--- config.mk ---
export PLATFORM = sky130hd
export DESIGN_NAME = dfs_status_cmp
export DESIGN_NICKNAME = d
export VERILOG_FILES = /design/src/dfs_pkg.sv /design/src/dfs_status_cmp.sv
export SDC_FILE = /design/constraint.sdc
export NUM_CORES = 1
export LEC_CHECK = 0
export ABC_CLOCK_PERIOD_IN_PS = 2600
export BUFFER_PORTS_ARGS = -buffer_cell sky130_fd_sc_hd__buf_2
export CAP_MARGIN = 20
export CORE_MARGIN = 2
export CORE_UTILIZATION = 40
export DETAILED_ROUTE_END_ITERATION = 6
export GPL_TIMING_DRIVEN = 1
export HOLD_SLACK_MARGIN = 0.03
export SLEW_MARGIN = 20
export SYNTH_ARGS = -nofsm -noshare
export SYNTH_HDL_FRONTEND = slang
export SYNTH_SLANG_ARGS = --single-unit
--- constraint.sdc ---
create_clock -name i_clk -period 2.6 [get_ports i_clk]
set_input_delay 0.26 -clock i_clk [delete_from_list [all_inputs] [get_ports i_clk]]
set_output_delay 0.26 -clock i_clk [all_outputs]
set_load 0.02 [all_outputs]
--- src/dfs_pkg.sv ---
// Purpose: Shared constants and types of the disk file status and address compare block
// Assumes: 200 MHz control clock, Avalon-MM register slave with byte addresses
// Notes:   Every offset, field position and timing count lives here; registers reset to zero in the block
package dfs_pkg;
  // Register byte offsets
  localparam logic [4:0] REG_CMD    = 5'h00;
  localparam logic [4:0] REG_ADDR0  = 5'h04;
  localparam logic [4:0] REG_ADDR1  = 5'h08;
  localparam logic [4:0] REG_STATUS = 5'h0c;
  localparam logic [4:0] REG_COUNT  = 5'h10;
  localparam logic [4:0] REG_STATE  = 5'h14;
  // Command word fields
  localparam int CMD_OP_LSB = 0;
  localparam int CMD_PAR    = 3;
  localparam int CMD_MODE   = 4;
  localparam int CMD_EIGHT  = 6;
  // Operation codes
  localparam logic [2:0] OP_SEEK_TEST = 3'h1;
  localparam logic [2:0] OP_READ      = 3'h2;
  localparam logic [2:0] OP_WRITE     = 3'h3;
  localparam logic [2:0] OP_WCHK      = 3'h4;
  localparam logic [2:0] OP_FORMAT    = 3'h5;
  localparam logic [2:0] OP_HA_READ   = 3'h6;
  localparam logic [2:0] OP_HA_WRITE  = 3'h7;
  // Operating modes
  localparam logic [1:0] MODE_SRO = 2'h0;
  localparam logic [1:0] MODE_TRO = 2'h1;
  localparam logic [1:0] MODE_TWA = 2'h2;
  localparam logic [1:0] MODE_CYO = 2'h3;
  // Status bit positions
  localparam int ST_DATA_CHECK = 0;
  localparam int ST_INV_ADDR   = 1;
  localparam int ST_BUSY       = 2;
  localparam int ST_NOT_READY  = 3;
  localparam int ST_ACC_INOP   = 4;
  localparam int ST_HAO_CHK    = 5;
  localparam int ST_EXT        = 6;
  localparam int ST_WRONG_LEN  = 7;
  localparam int ST_NO_REC     = 8;
  localparam int ST_WCHK_NOMOD = 9;
  localparam int ST_FRAME_CHK  = 10;
  localparam int ST_CTRL_CHK   = 11;
  localparam int ST_INV_OP     = 12;
  localparam int STAT_W        = 13;
  localparam logic [STAT_W-1:0] EXT_MASK = 13'h1f80;
  // Synchronised pin positions
  localparam int SY_MOTION = 0;
  localparam int SY_OPER   = 1;
  localparam int SY_FREADY = 2;
  localparam int SY_WDFAIL = 3;
  localparam int SY_SVC    = 4;
  localparam int SY_HAO    = 5;
  localparam int SY_GAP_OK = 6;
  localparam int SY_W      = 7;
  // Address layout: eight six-bit characters, access digit first
  localparam int DIG_W   = 6;
  localparam int ADDR_W  = 48;
  localparam int ACC_NUM = 2;
  localparam int MOD_NUM = 5;
  localparam int SEL_W   = 10;
  localparam logic [ADDR_W-1:0] CMP_TEST_PAT = 48'h5a5_a5a_c3c_3c3;
  localparam logic [ADDR_W-1:0] CMP_FLIP     = 48'h0400_0000_0000;
  // Timing
  localparam int CLK_NS          = 5;
  localparam int T_ADDR_XFER_NS  = 160000;
  localparam int T_STRB6_NS      = 11100;
  localparam int T_STRB8_NS      = 14200;
  localparam int T_MIN_MOVE_NS   = 10700;
  localparam int T_MIN_LOAD_NS   = 13800;
  localparam int ADDR_XFER_CYC   = (T_ADDR_XFER_NS + CLK_NS - 1) / CLK_NS;
  localparam logic [15:0] STRB6_CYC   = 16'((T_STRB6_NS + CLK_NS - 1) / CLK_NS);
  localparam logic [15:0] STRB8_CYC   = 16'((T_STRB8_NS + CLK_NS - 1) / CLK_NS);
  localparam logic [15:0] MIN_MOVE_CYC = 16'((T_MIN_MOVE_NS + CLK_NS - 1) / CLK_NS);
  localparam logic [15:0] MIN_LOAD_CYC = 16'((T_MIN_LOAD_NS + CLK_NS - 1) / CLK_NS);
  localparam logic [7:0]  FILLER_MIN  = 8'h04;
  // Sequencer states
  typedef enum logic [3:0] {
    S_IDLE, S_XFER, S_SELECT, S_CMP_TEST, S_SEARCH, S_CCG_TEST, S_DATA, S_FMT_TAIL, S_DONE
  } dfs_st_t;
endpackage

--- src/dfs_status_cmp.sv ---
// Purpose: Status conditions, self-checks, access decode and address compare of a disk control
// Assumes: Mechanical disk lines are asynchronous; recorded addresses, index, filler,
//          disconnect and cyclic-code check come from logic on i_clk
// Notes:   Avalon-MM slave answers every access on the second edge after the request
module dfs_status_cmp
  import dfs_pkg::*;
#(
  parameter logic [15:0] XFER_CYC = 16'(ADDR_XFER_CYC)
) (
  // Clock and reset
  input  wire logic              i_clk,
  input  wire logic              i_rst,
  // Avalon-MM slave
  input  wire logic [4:0]        i_avs_address,
  input  wire logic              i_avs_read,
  input  wire logic              i_avs_write,
  input  wire logic [31:0]       i_avs_writedata,
  output logic [31:0]            o_avs_readdata,
  output logic                   o_avs_waitrequest,
  // Asynchronous disk unit and panel lines
  input  wire logic              i_acc_motion,
  input  wire logic              i_acc_operative,
  input  wire logic              i_file_ready,
  input  wire logic              i_write_drv_fail,
  input  wire logic              i_service_track,
  input  wire logic              i_home_address_op_switch,
  input  wire logic              i_gap_tol_ok,
  // Read channel and data path, same clock
  input  wire logic              i_index,
  input  wire logic              i_rec_valid,
  input  wire logic              i_rec_is_home,
  input  wire logic [ADDR_W-1:0] i_rec_addr,
  input  wire logic              i_ccg_ok,
  input  wire logic              i_disconnect,
  input  wire logic              i_filler,
  // Host channel and access selection
  output logic                   o_ready,
  output logic                   o_chan_busy,
  output logic                   o_addr_xfer,
  output logic                   o_data_strobe,
  output logic                   o_end_op,
  output logic [SEL_W-1:0]       o_acc_sel
);

  typedef struct packed {
    dfs_st_t           st;
    logic [7:0]        cmd;
    logic [23:0]       a0;
    logic [23:0]       a1;
    logic [15:0]       cnt;
    logic [15:0]       tmr;
    logic [1:0]        idx;
    logic [7:0]        fill;
    logic              mode_ok;
    logic [STAT_W-1:0] stat;
    logic [SY_W-1:0]   s1;
    logic [SY_W-1:0]   s2;
    logic [SY_W-1:0]   s3;
    logic [SY_W-1:0]   f;
    logic              ack;
    logic [31:0]       rdata;
    logic              strobe;
    logic              endop;
    logic              rdy;
    logic [SEL_W-1:0]  sel;
  } dfs_state_t;

  dfs_state_t        q_r;
  dfs_state_t        q_nxt;
  logic [STAT_W-1:0] set_v;
  logic [STAT_W-1:0] clr_v;
  logic              wr_take;
  logic              cmd_wr;
  logic              busy_now;
  logic [2:0]        op;
  logic [1:0]        mode;
  logic              rw_op;
  logic [ADDR_W-1:0] tgt;
  logic [15:0]       strb_cyc;

  // Address compare: access and module digits skipped, track numeric only
  function automatic logic addr_match(input logic [ADDR_W-1:0] a, input logic [ADDR_W-1:0] b);
    logic ok;
    ok = 1'b1;
    for (int d = 2; d < 8; d++) begin
      if (d < 6) begin
        ok = ok & (a[d*DIG_W +: 4] == b[d*DIG_W +: 4]);
      end else begin
        ok = ok & (a[d*DIG_W +: DIG_W] == b[d*DIG_W +: DIG_W]);
      end
    end
    return ok;
  endfunction

  // Read mux for the register slave
  function automatic logic [31:0] reg_read(input dfs_state_t s, input logic [4:0] adr);
    logic [31:0] v;
    v = 32'h0;
    case ({adr[4:2], 2'b00})
      REG_CMD:    v = {24'h0, s.cmd};
      REG_ADDR0:  v = {8'h0, s.a0};
      REG_ADDR1:  v = {8'h0, s.a1};
      REG_STATUS: v = {{(32 - STAT_W){1'b0}}, s.stat};
      REG_COUNT:  v = {16'h0, s.cnt};
      REG_STATE:  v = {20'h0, s.mode_ok, s.f, s.st};
      default:    v = 32'h0;
    endcase
    return v;
  endfunction

  // Decoded fields of the held command and target address
  always_comb begin
    op       = q_r.cmd[CMD_OP_LSB +: 3];
    mode     = q_r.cmd[CMD_MODE +: 2];
    rw_op    = (op == OP_READ) || (op == OP_WRITE) || (op == OP_WCHK) || (op == OP_FORMAT);
    tgt      = {q_r.a1, q_r.a0};
    strb_cyc = q_r.cmd[CMD_EIGHT] ? STRB8_CYC : STRB6_CYC;
    wr_take  = i_avs_write & q_r.ack;
    cmd_wr   = wr_take && ({i_avs_address[4:2], 2'b00} == REG_CMD);
    busy_now = (q_r.st != S_IDLE) | q_r.f[SY_MOTION];
    clr_v    = '0;
    if (wr_take && ({i_avs_address[4:2], 2'b00} == REG_STATUS)) begin
      clr_v = i_avs_writedata[STAT_W-1:0];
    end
  end

  // Next-state logic for every register of the block
  always_comb begin
    logic [2:0] nop;
    logic       par_ok;
    logic [3:0] dig_a;
    logic [3:0] dig_m;
    nop    = i_avs_writedata[CMD_OP_LSB +: 3];
    par_ok = ^i_avs_writedata[CMD_PAR:0];
    dig_a  = q_r.a0[3:0];
    dig_m  = q_r.a0[DIG_W +: 4];
    q_nxt  = q_r;
    set_v  = '0;
    q_nxt.strobe = 1'b0;
    q_nxt.endop  = 1'b0;
    // Three-stage pin synchroniser; a change counts when stages two and three agree
    q_nxt.s1 = {i_gap_tol_ok, i_home_address_op_switch, i_service_track, i_write_drv_fail,
                i_file_ready, i_acc_operative, i_acc_motion};
    q_nxt.s2 = q_r.s1;
    q_nxt.s3 = q_r.s2;
    q_nxt.f  = (q_r.s2 & q_r.s3) | (q_r.f & (q_r.s2 | q_r.s3));
    // Bus slave: acknowledge one cycle after the request, read data caught early
    q_nxt.ack = (i_avs_read | i_avs_write) & ~q_r.ack;
    if (i_avs_read && !q_r.ack) begin
      q_nxt.rdata = reg_read(q_r, i_avs_address);
    end
    if (wr_take && ({i_avs_address[4:2], 2'b00} == REG_ADDR0) && !busy_now) begin
      q_nxt.a0 = i_avs_writedata[23:0];
    end
    if (wr_take && ({i_avs_address[4:2], 2'b00} == REG_ADDR1) && !busy_now) begin
      q_nxt.a1 = i_avs_writedata[23:0];
    end
    if (wr_take && ({i_avs_address[4:2], 2'b00} == REG_COUNT) && !busy_now) begin
      q_nxt.cnt = i_avs_writedata[15:0];
    end
    // Ready is driven high only while the addressed unit is alive
    q_nxt.rdy = q_r.f[SY_OPER] & q_r.f[SY_FREADY] & ~q_r.stat[ST_NOT_READY];
    // Command acceptance and checks made before anything moves
    if (cmd_wr) begin
      if (busy_now) begin
        set_v[ST_BUSY] = 1'b1;
      end else if (!par_ok || nop == 3'h0) begin
        set_v[ST_INV_OP] = 1'b1;
        q_nxt.endop      = 1'b1;
      end else if ((nop == OP_HA_READ || nop == OP_HA_WRITE) && !q_r.f[SY_HAO]) begin
        set_v[ST_HAO_CHK]   = 1'b1;
        set_v[ST_NOT_READY] = 1'b1;
        q_nxt.endop         = 1'b1;
      end else if (nop == OP_WCHK && !q_r.mode_ok) begin
        set_v[ST_WCHK_NOMOD] = 1'b1;
        q_nxt.endop          = 1'b1;
      end else begin
        q_nxt.cmd = i_avs_writedata[7:0];
        q_nxt.st  = S_XFER;
        q_nxt.tmr = XFER_CYC - 16'h1;
        if (nop != OP_WCHK) begin
          q_nxt.mode_ok = 1'b0;
        end
      end
    end
    case (q_r.st)
      S_IDLE: begin
        q_nxt.sel = q_nxt.sel;
      end
      S_XFER: begin
        q_nxt.tmr = q_r.tmr - 16'h1;
        if (q_r.tmr == 16'h0) begin
          q_nxt.st = S_SELECT;
        end
      end
      S_SELECT: begin
        q_nxt.sel = '0;
        if (dig_a >= 4'(ACC_NUM) || dig_m >= 4'(MOD_NUM)) begin
          set_v[ST_ACC_INOP]  = 1'b1;
          set_v[ST_NOT_READY] = 1'b1;
          q_nxt.st            = S_DONE;
        end else begin
          q_nxt.sel[4'(dig_a * 4'(MOD_NUM)) + dig_m] = 1'b1;
          if (!q_r.f[SY_OPER]) begin
            set_v[ST_ACC_INOP]  = 1'b1;
            set_v[ST_NOT_READY] = 1'b1;
            q_nxt.st            = S_DONE;
          end else if (q_r.f[SY_MOTION]) begin
            q_nxt.st = S_SELECT;
          end else if (op == OP_SEEK_TEST) begin
            q_nxt.mode_ok = 1'b1;
            q_nxt.st      = S_DONE;
          end else if (rw_op && q_r.f[SY_SVC]) begin
            set_v[ST_INV_ADDR]   = 1'b1;
            set_v[ST_DATA_CHECK] = 1'b1;
            q_nxt.st             = S_DONE;
          end else begin
            q_nxt.st = S_CMP_TEST;
          end
        end
      end
      S_CMP_TEST: begin
        q_nxt.idx = 2'h0;
        if (addr_match(CMP_TEST_PAT, CMP_TEST_PAT) &&
            !addr_match(CMP_TEST_PAT, CMP_TEST_PAT ^ CMP_FLIP)) begin
          q_nxt.st = S_SEARCH;
        end else begin
          set_v[ST_CTRL_CHK] = 1'b1;
        end
      end
      S_SEARCH: begin
        if (i_index) begin
          q_nxt.idx = q_r.idx + 2'h1;
          if (mode == MODE_SRO && q_r.idx == 2'h1) begin
            set_v[ST_NO_REC] = 1'b1;
          end
        end
        if (i_rec_valid) begin
          if (addr_match(i_rec_addr, tgt)) begin
            q_nxt.tmr  = strb_cyc - 16'h1;
            q_nxt.fill = 8'h0;
            q_nxt.st   = (op == OP_WRITE || op == OP_FORMAT || op == OP_HA_WRITE) ?
                         S_CCG_TEST : S_DATA;
          end else if (i_rec_is_home && mode != MODE_SRO) begin
            set_v[ST_NO_REC] = 1'b1;
          end
        end
      end
      S_CCG_TEST: begin
        if (i_ccg_ok) begin
          q_nxt.st = S_DATA;
        end else begin
          set_v[ST_CTRL_CHK] = 1'b1;
        end
      end
      S_DATA: begin
        q_nxt.tmr = q_r.tmr - 16'h1;
        if (q_r.tmr == 16'h0) begin
          q_nxt.strobe = 1'b1;
          q_nxt.tmr    = strb_cyc - 16'h1;
          q_nxt.cnt    = q_r.cnt - 16'h1;
        end
        if (op == OP_WCHK && mode == MODE_TWA && !q_r.f[SY_GAP_OK]) begin
          set_v[ST_CTRL_CHK] = 1'b1;
        end
        if (i_disconnect || (q_r.tmr == 16'h0 && q_r.cnt == 16'h1)) begin
          q_nxt.st = (op == OP_FORMAT) ? S_FMT_TAIL : S_DONE;
          if (op == OP_READ || op == OP_WRITE) begin
            q_nxt.mode_ok = 1'b1;
          end
        end
      end
      S_FMT_TAIL: begin
        if (i_filler && q_r.fill != 8'hff) begin
          q_nxt.fill = q_r.fill + 8'h1;
        end
        if (i_index) begin
          q_nxt.st = S_DONE;
          if (q_r.fill < FILLER_MIN) begin
            set_v[ST_WRONG_LEN] = 1'b1;
          end
        end
      end
      S_DONE: begin
        q_nxt.endop = 1'b1;
        q_nxt.st    = S_IDLE;
      end
      default: begin
        q_nxt.st = S_IDLE;
      end
    endcase
    // Lost unit lines or a failing write driver while the unit is in use
    if (q_r.st > S_SELECT && q_r.st != S_DONE &&
        (q_r.f[SY_WDFAIL] || !q_r.f[SY_OPER] || !q_r.f[SY_FREADY])) begin
      set_v[ST_FRAME_CHK] = 1'b1;
    end
    set_v[ST_EXT] = |(set_v & EXT_MASK);
    // Serious conditions abandon the operation at once
    if ((|(set_v & EXT_MASK)) && q_r.st != S_IDLE && q_r.st != S_DONE) begin
      q_nxt.st = S_DONE;
      if (op == OP_WCHK || op == OP_SEEK_TEST) begin
        q_nxt.mode_ok = 1'b0;
      end
    end
    // Sticky status: a new event wins over a clear in the same cycle
    q_nxt.stat = (q_r.stat & ~clr_v) | set_v;
  end

  // State register
  always_ff @(posedge i_clk) begin
    if (i_rst) begin
      q_r <= '0;
    end else begin
      q_r <= q_nxt;
    end
  end

  // Outputs
  assign o_avs_readdata    = q_r.rdata;
  assign o_avs_waitrequest = (i_avs_read | i_avs_write) & ~q_r.ack;
  assign o_ready           = q_r.rdy;
  assign o_chan_busy       = (q_r.st != S_IDLE);
  assign o_addr_xfer       = (q_r.st == S_XFER);
  assign o_data_strobe     = q_r.strobe;
  assign o_end_op          = q_r.endop;
  assign o_acc_sel         = q_r.sel;

  // Helper counters for the timing checks
  logic [15:0] xfer_cnt_r;
  logic [15:0] gap_cnt_r;
  logic        seen_r;
  always_ff @(posedge i_clk) begin
    if (i_rst) begin
      xfer_cnt_r <= 16'h0;
      gap_cnt_r  <= 16'h0;
      seen_r     <= 1'b0;
    end else begin
      xfer_cnt_r <= (q_r.st == S_XFER) ? xfer_cnt_r + 16'h1 : 16'h0;
      gap_cnt_r  <= o_data_strobe ? 16'h1 : (gap_cnt_r == 16'hffff ? gap_cnt_r : gap_cnt_r + 16'h1);
      seen_r     <= o_data_strobe ? 1'b1 : (q_r.st == S_IDLE ? 1'b0 : seen_r);
    end
  end
endmodule

==> run_results.csv <==
group,metric,value,unit
clocking,cts_tree,"built",
outcome,status,"finished clean",
critical_path,r2r_end,"q_r[95]$_SDFFE_PP0P_",
clocking,cts_root_buf,"clkbuf_16",
final_layout,stdcell_count,1577,
sta,rsz0062_at_grt,"yes",
yosys,synth_area,9218,um^2
critical_path,critPathKind,"reg -> reg",
sta,whs,36.35,ps
yosys,synth-seq-cells,182,
sta,timing.slew.headroom,57.23,%
final_layout,fill_cells,2216,
floorplan,row_count,55,
placement,place.port_buffers,111,
placement,dp.cells,1537,
routing,routed_wl,28.02,mm
placement,gp_congestion,0.9600,
final_layout,area_growth,19.04,%
routing,ant_nets,0,
sta,worst_slew_pin_slew,639.1,ps
critical_path,path_cells,"xor2_4 -> or4_4 -> nor4_4 -> buf_4 -> or3b_4 -> a211oi_2 -> xnor2_1 -> nor2_2",
sta,worst_slack,52.96,ps
final_layout,fin_nets,1391,
critical_path,crit_slowest_cell,"or4_4",
clocking,insertion_delay,440,ps
critical_path,rrSetupSlack,50,ps
worst_hold_path,whs_endpoint,"q_nxt[62]$_SDFF_PP0_",
clocking,post_cts.repair.setup_buffers,0,
yosys,netlist.area_leader.share,39.53,%
critical_path,required,2920,ps
global_routing,grt_use_total,22.92,%
routing,drc_errors,0,
critical_path,r2r_start,"q_r[142]$_SDFFE_PP0P_",
yosys,postSynthAreaPerCell,7.967,um^2
yosys,yosysUniqueCellTypes,69,
sta,max_freq,392.6,MHz
critical_path,worstPathMaxFanout,8,
yosys,synth_seq_area_share,39.53,%
yosys,post-synth-top-area-cell,"dfxtp_1",
sta,min_period,2547,ps
yosys,syn_inst,1157,
routing,wire_per_inst,17.77,um
worst_hold_path,min_from,"i_file_ready",
sta,finalMaxSlewViolations,0,
routing,drt_iter0_markers,708,
yosys,synthArstFlopShare,0,%
placement,hpwl,20.79,mm
worst_hold_path,hold_class,"in -> reg",
yosys,yosysMostFrequentCell,"nand2_1",
global_routing,grt-ovfl-total,0,
critical_path,critPathLaunchType,"flop",
global_routing,grt_pass1_vias,8074,
floorplan,start_util,40.71,%
floorplan,die_w,155.8,um
clocking,clock-sinks,182,
floorplan,die_area,24270,um^2
placement,place_ws,-203.5,ps
yosys,synthTopCellsByArea,"dfxtp_1 40%, nand2_1 7.9%, a21oi_1 6.2%",
sta,clock_skew,13.76,ps
global_routing,antenna_found_initial,1,
global_routing,grt_pass1_wl,43.36,mm
critical_path,worstRegToRegCells,8,
pwr,ir_drop,0.0004085,V
floorplan,dieHeight,155.8,um
sta,setup_viol,0,
yosys,synth_ff_type,"dfxtp_1",
routing,viasPerCell,5.544,
critical_path,end_kind,"flop",
clocking,htree_levels,4,
final_layout,drive_above_1_share,21.71,%
sta,fin_tns_setup,0,ps
yosys,synthTopCellsByCount,"195 x nand2_1, 182 x dfxtp_1, 118 x nor2_1",
critical_path,critical-path-max-stage-delay,580,ps
worst_hold_path,hold_depth,2,
yosys,synth_edf_count,0,
critical_path,cp_data_arrival_time,2870,ps
sta,hold_viol,0,
job,cap_viol_max_count,0,
clocking,clock_path_buffers,2,
floorplan,io-pin-count,150,
yosys,yosys_warnings,0,
global_routing,grt_start_max_net_pins,53,
sta,finalCritPeriodShare,97.96,%
clocking,cts_buffers,17,
clocking,clk_pin_slew_worst_paths,70,ps
pwr,cellLeakagePower,4.251,nW
pwr,power.density,542.6,nW/um^2
floorplan,coreArea,22640,um^2
routing,vias,8743,
routing,dr.pass1.iters,5,
[per-layer routing]
metal	GRT usage [%]	part of all wire [%]	vias up
li1	-	-	4247
met1	31.57	46	4108
met2	36.01	44	336
met3	3.861	7.3	52
met4	8.650	3.1	0
met5	0	0	-
[worst max-delay path, delay by kind of cell, from the launching register on]
kind / cells / cell delay, ps
AOI/OAI and AO/OA: 1 / 220
xor gates and xnor gates: 2 / 320
buffers and inverters: 1 / 160
DFF: 1 / 370
and+or+nand+nor: 4 / 1360
[repair_timing]
action	CTS	global route
hold buffers	6	0
pin swaps	0	5
gates resized for setup	3	24
endpoints found under the hold margin	6	0
setup endpoints to repair	9	27
[layout make-up]
| class | count | area, um^2 | share of cell area [%] |
|---|---|---|---|
| Tap cell | 285 | 356.6 | 3.250 |
| Multi-Input combinational cell | 857 | 5066 | 46.17 |
| Antenna cell | 2 | 5.005 | 0.04561 |
| Sequential cell | 182 | 3651 | 33.27 |
| Clock inverter | 14 | 130.1 | 1.186 |
| Inverter | 19 | 71.32 | 0.6499 |
| Clock buffer | 18 | 439.2 | 4.002 |
| Timing Repair Buffer | 200 | 1254 | 11.43 |
[power by group]
| group | switching [mW] | internal (mW) |
|---|---|---|
| Sequential | 0.0258 | 2.83 |
| Combinational | 0.347 | 0.202 |
| Clock | 1.26 | 1.30 |
[worst max-delay path by stage]
| stage | startpoint | endpoint | slack (ps) |
|---|---|---|---|
| 2_1_floorplan | q_r[148]$_SDFFE_PP0P_ | q_r[93]$_SDFFE_PP0P_ | 290 |
| 3_3_place_gp | i_rec_addr[36] | q_r[93]$_SDFFE_PP0P_ | -190 |
| 3_5_place_dp | i_rec_addr[36] | q_r[93]$_SDFFE_PP0P_ | -200 |
| 4_1_cts | q_r[142]$_SDFFE_PP0P_ | q_r[95]$_SDFFE_PP0P_ | 10 |
| 5_1_grt | q_r[142]$_SDFFE_PP0P_ | q_r[93]$_SDFFE_PP0P_ | -50 |
| 6_report | q_r[142]$_SDFFE_PP0P_ | q_r[95]$_SDFFE_PP0P_ | 50 |
[placed cells by master (no fill, tap or decap), types with 5 or more instances in the layout]
cell type / synthesis / layout
a211oi_1: 9 / 7
a21oi_1: 114 / 113
a221oi_1: 6 / 6
a22o_1: 8 / 8
a22oi_1: 32 / 32
a31oi_1: 17 / 17
and2_1: 7 / 6
buf_2: 8 / 110
buf_4: 42 / 83
clkbuf_16: 0 / 17
conb_1: 1 / 8
dfxtp_1: 182 / 178
dlygate4sd3_1: 0 / 6
ha_1: 11 / 11
inv_1: 19 / 19
inv_6: 0 / 7
mux2_2: 10 / 10
mux2i_1: 17 / 17
nand2_1: 195 / 195
nand2b_1: 9 / 9
nand3_1: 12 / 12
nand3b_1: 6 / 6
nor2_1: 118 / 118
nor2b_1: 33 / 32
nor3_1: 27 / 27
nor3b_1: 6 / 6
nor4_1: 17 / 15
o211ai_1: 11 / 11
o21a_1: 6 / 6
o21ai_0: 42 / 41
o221ai_1: 8 / 8
or3_1: 9 / 9
or4_4: 2 / 5
xnor2_1: 15 / 15
xor2_1: 29 / 26
[flip-flops by register name (all words and copies together) (netlist names)]
signal          flops
op                  3
q_nxt              14
q_r               126
o_ready             1
mode                2
o_data_strobe       1
o_acc_sel          10
o_avs_readdata     24
o_end_op            1
[per-stage QoR]
stage | power (mW) | utilization, % | cell area [um^2]
3_3_place_gp | 3.440 | 45.11 | 10210
2_1_floorplan | 3.238 | - | 9244
5_1_grt | 6.171 | 48.44 | 10970
4_1_cts | 5.982 | 47.96 | 10860
3_5_place_dp | 3.443 | 45.11 | 10210
6_report | 5.954 | 48.47 | 10970
[kinds of logic (layout without fill, tap and decap cells)]
kind of cell,count (synthesis),after routing,share of synthesized area [%]
multiplexers,28,28,3.312
other,1,10,0.04068
buffers and inverters,125,251,7.072
flip-flops,182,182,39.53
XOR/XNOR,44,44,4.181
AND/OR/NAND/NOR,475,475,24.42
AO/OA/AOI/OAI,289,289,19.63
adder cells (fa/ha/maj),13,13,1.819
Note: power is estimated with default switching activity, not from simulation.
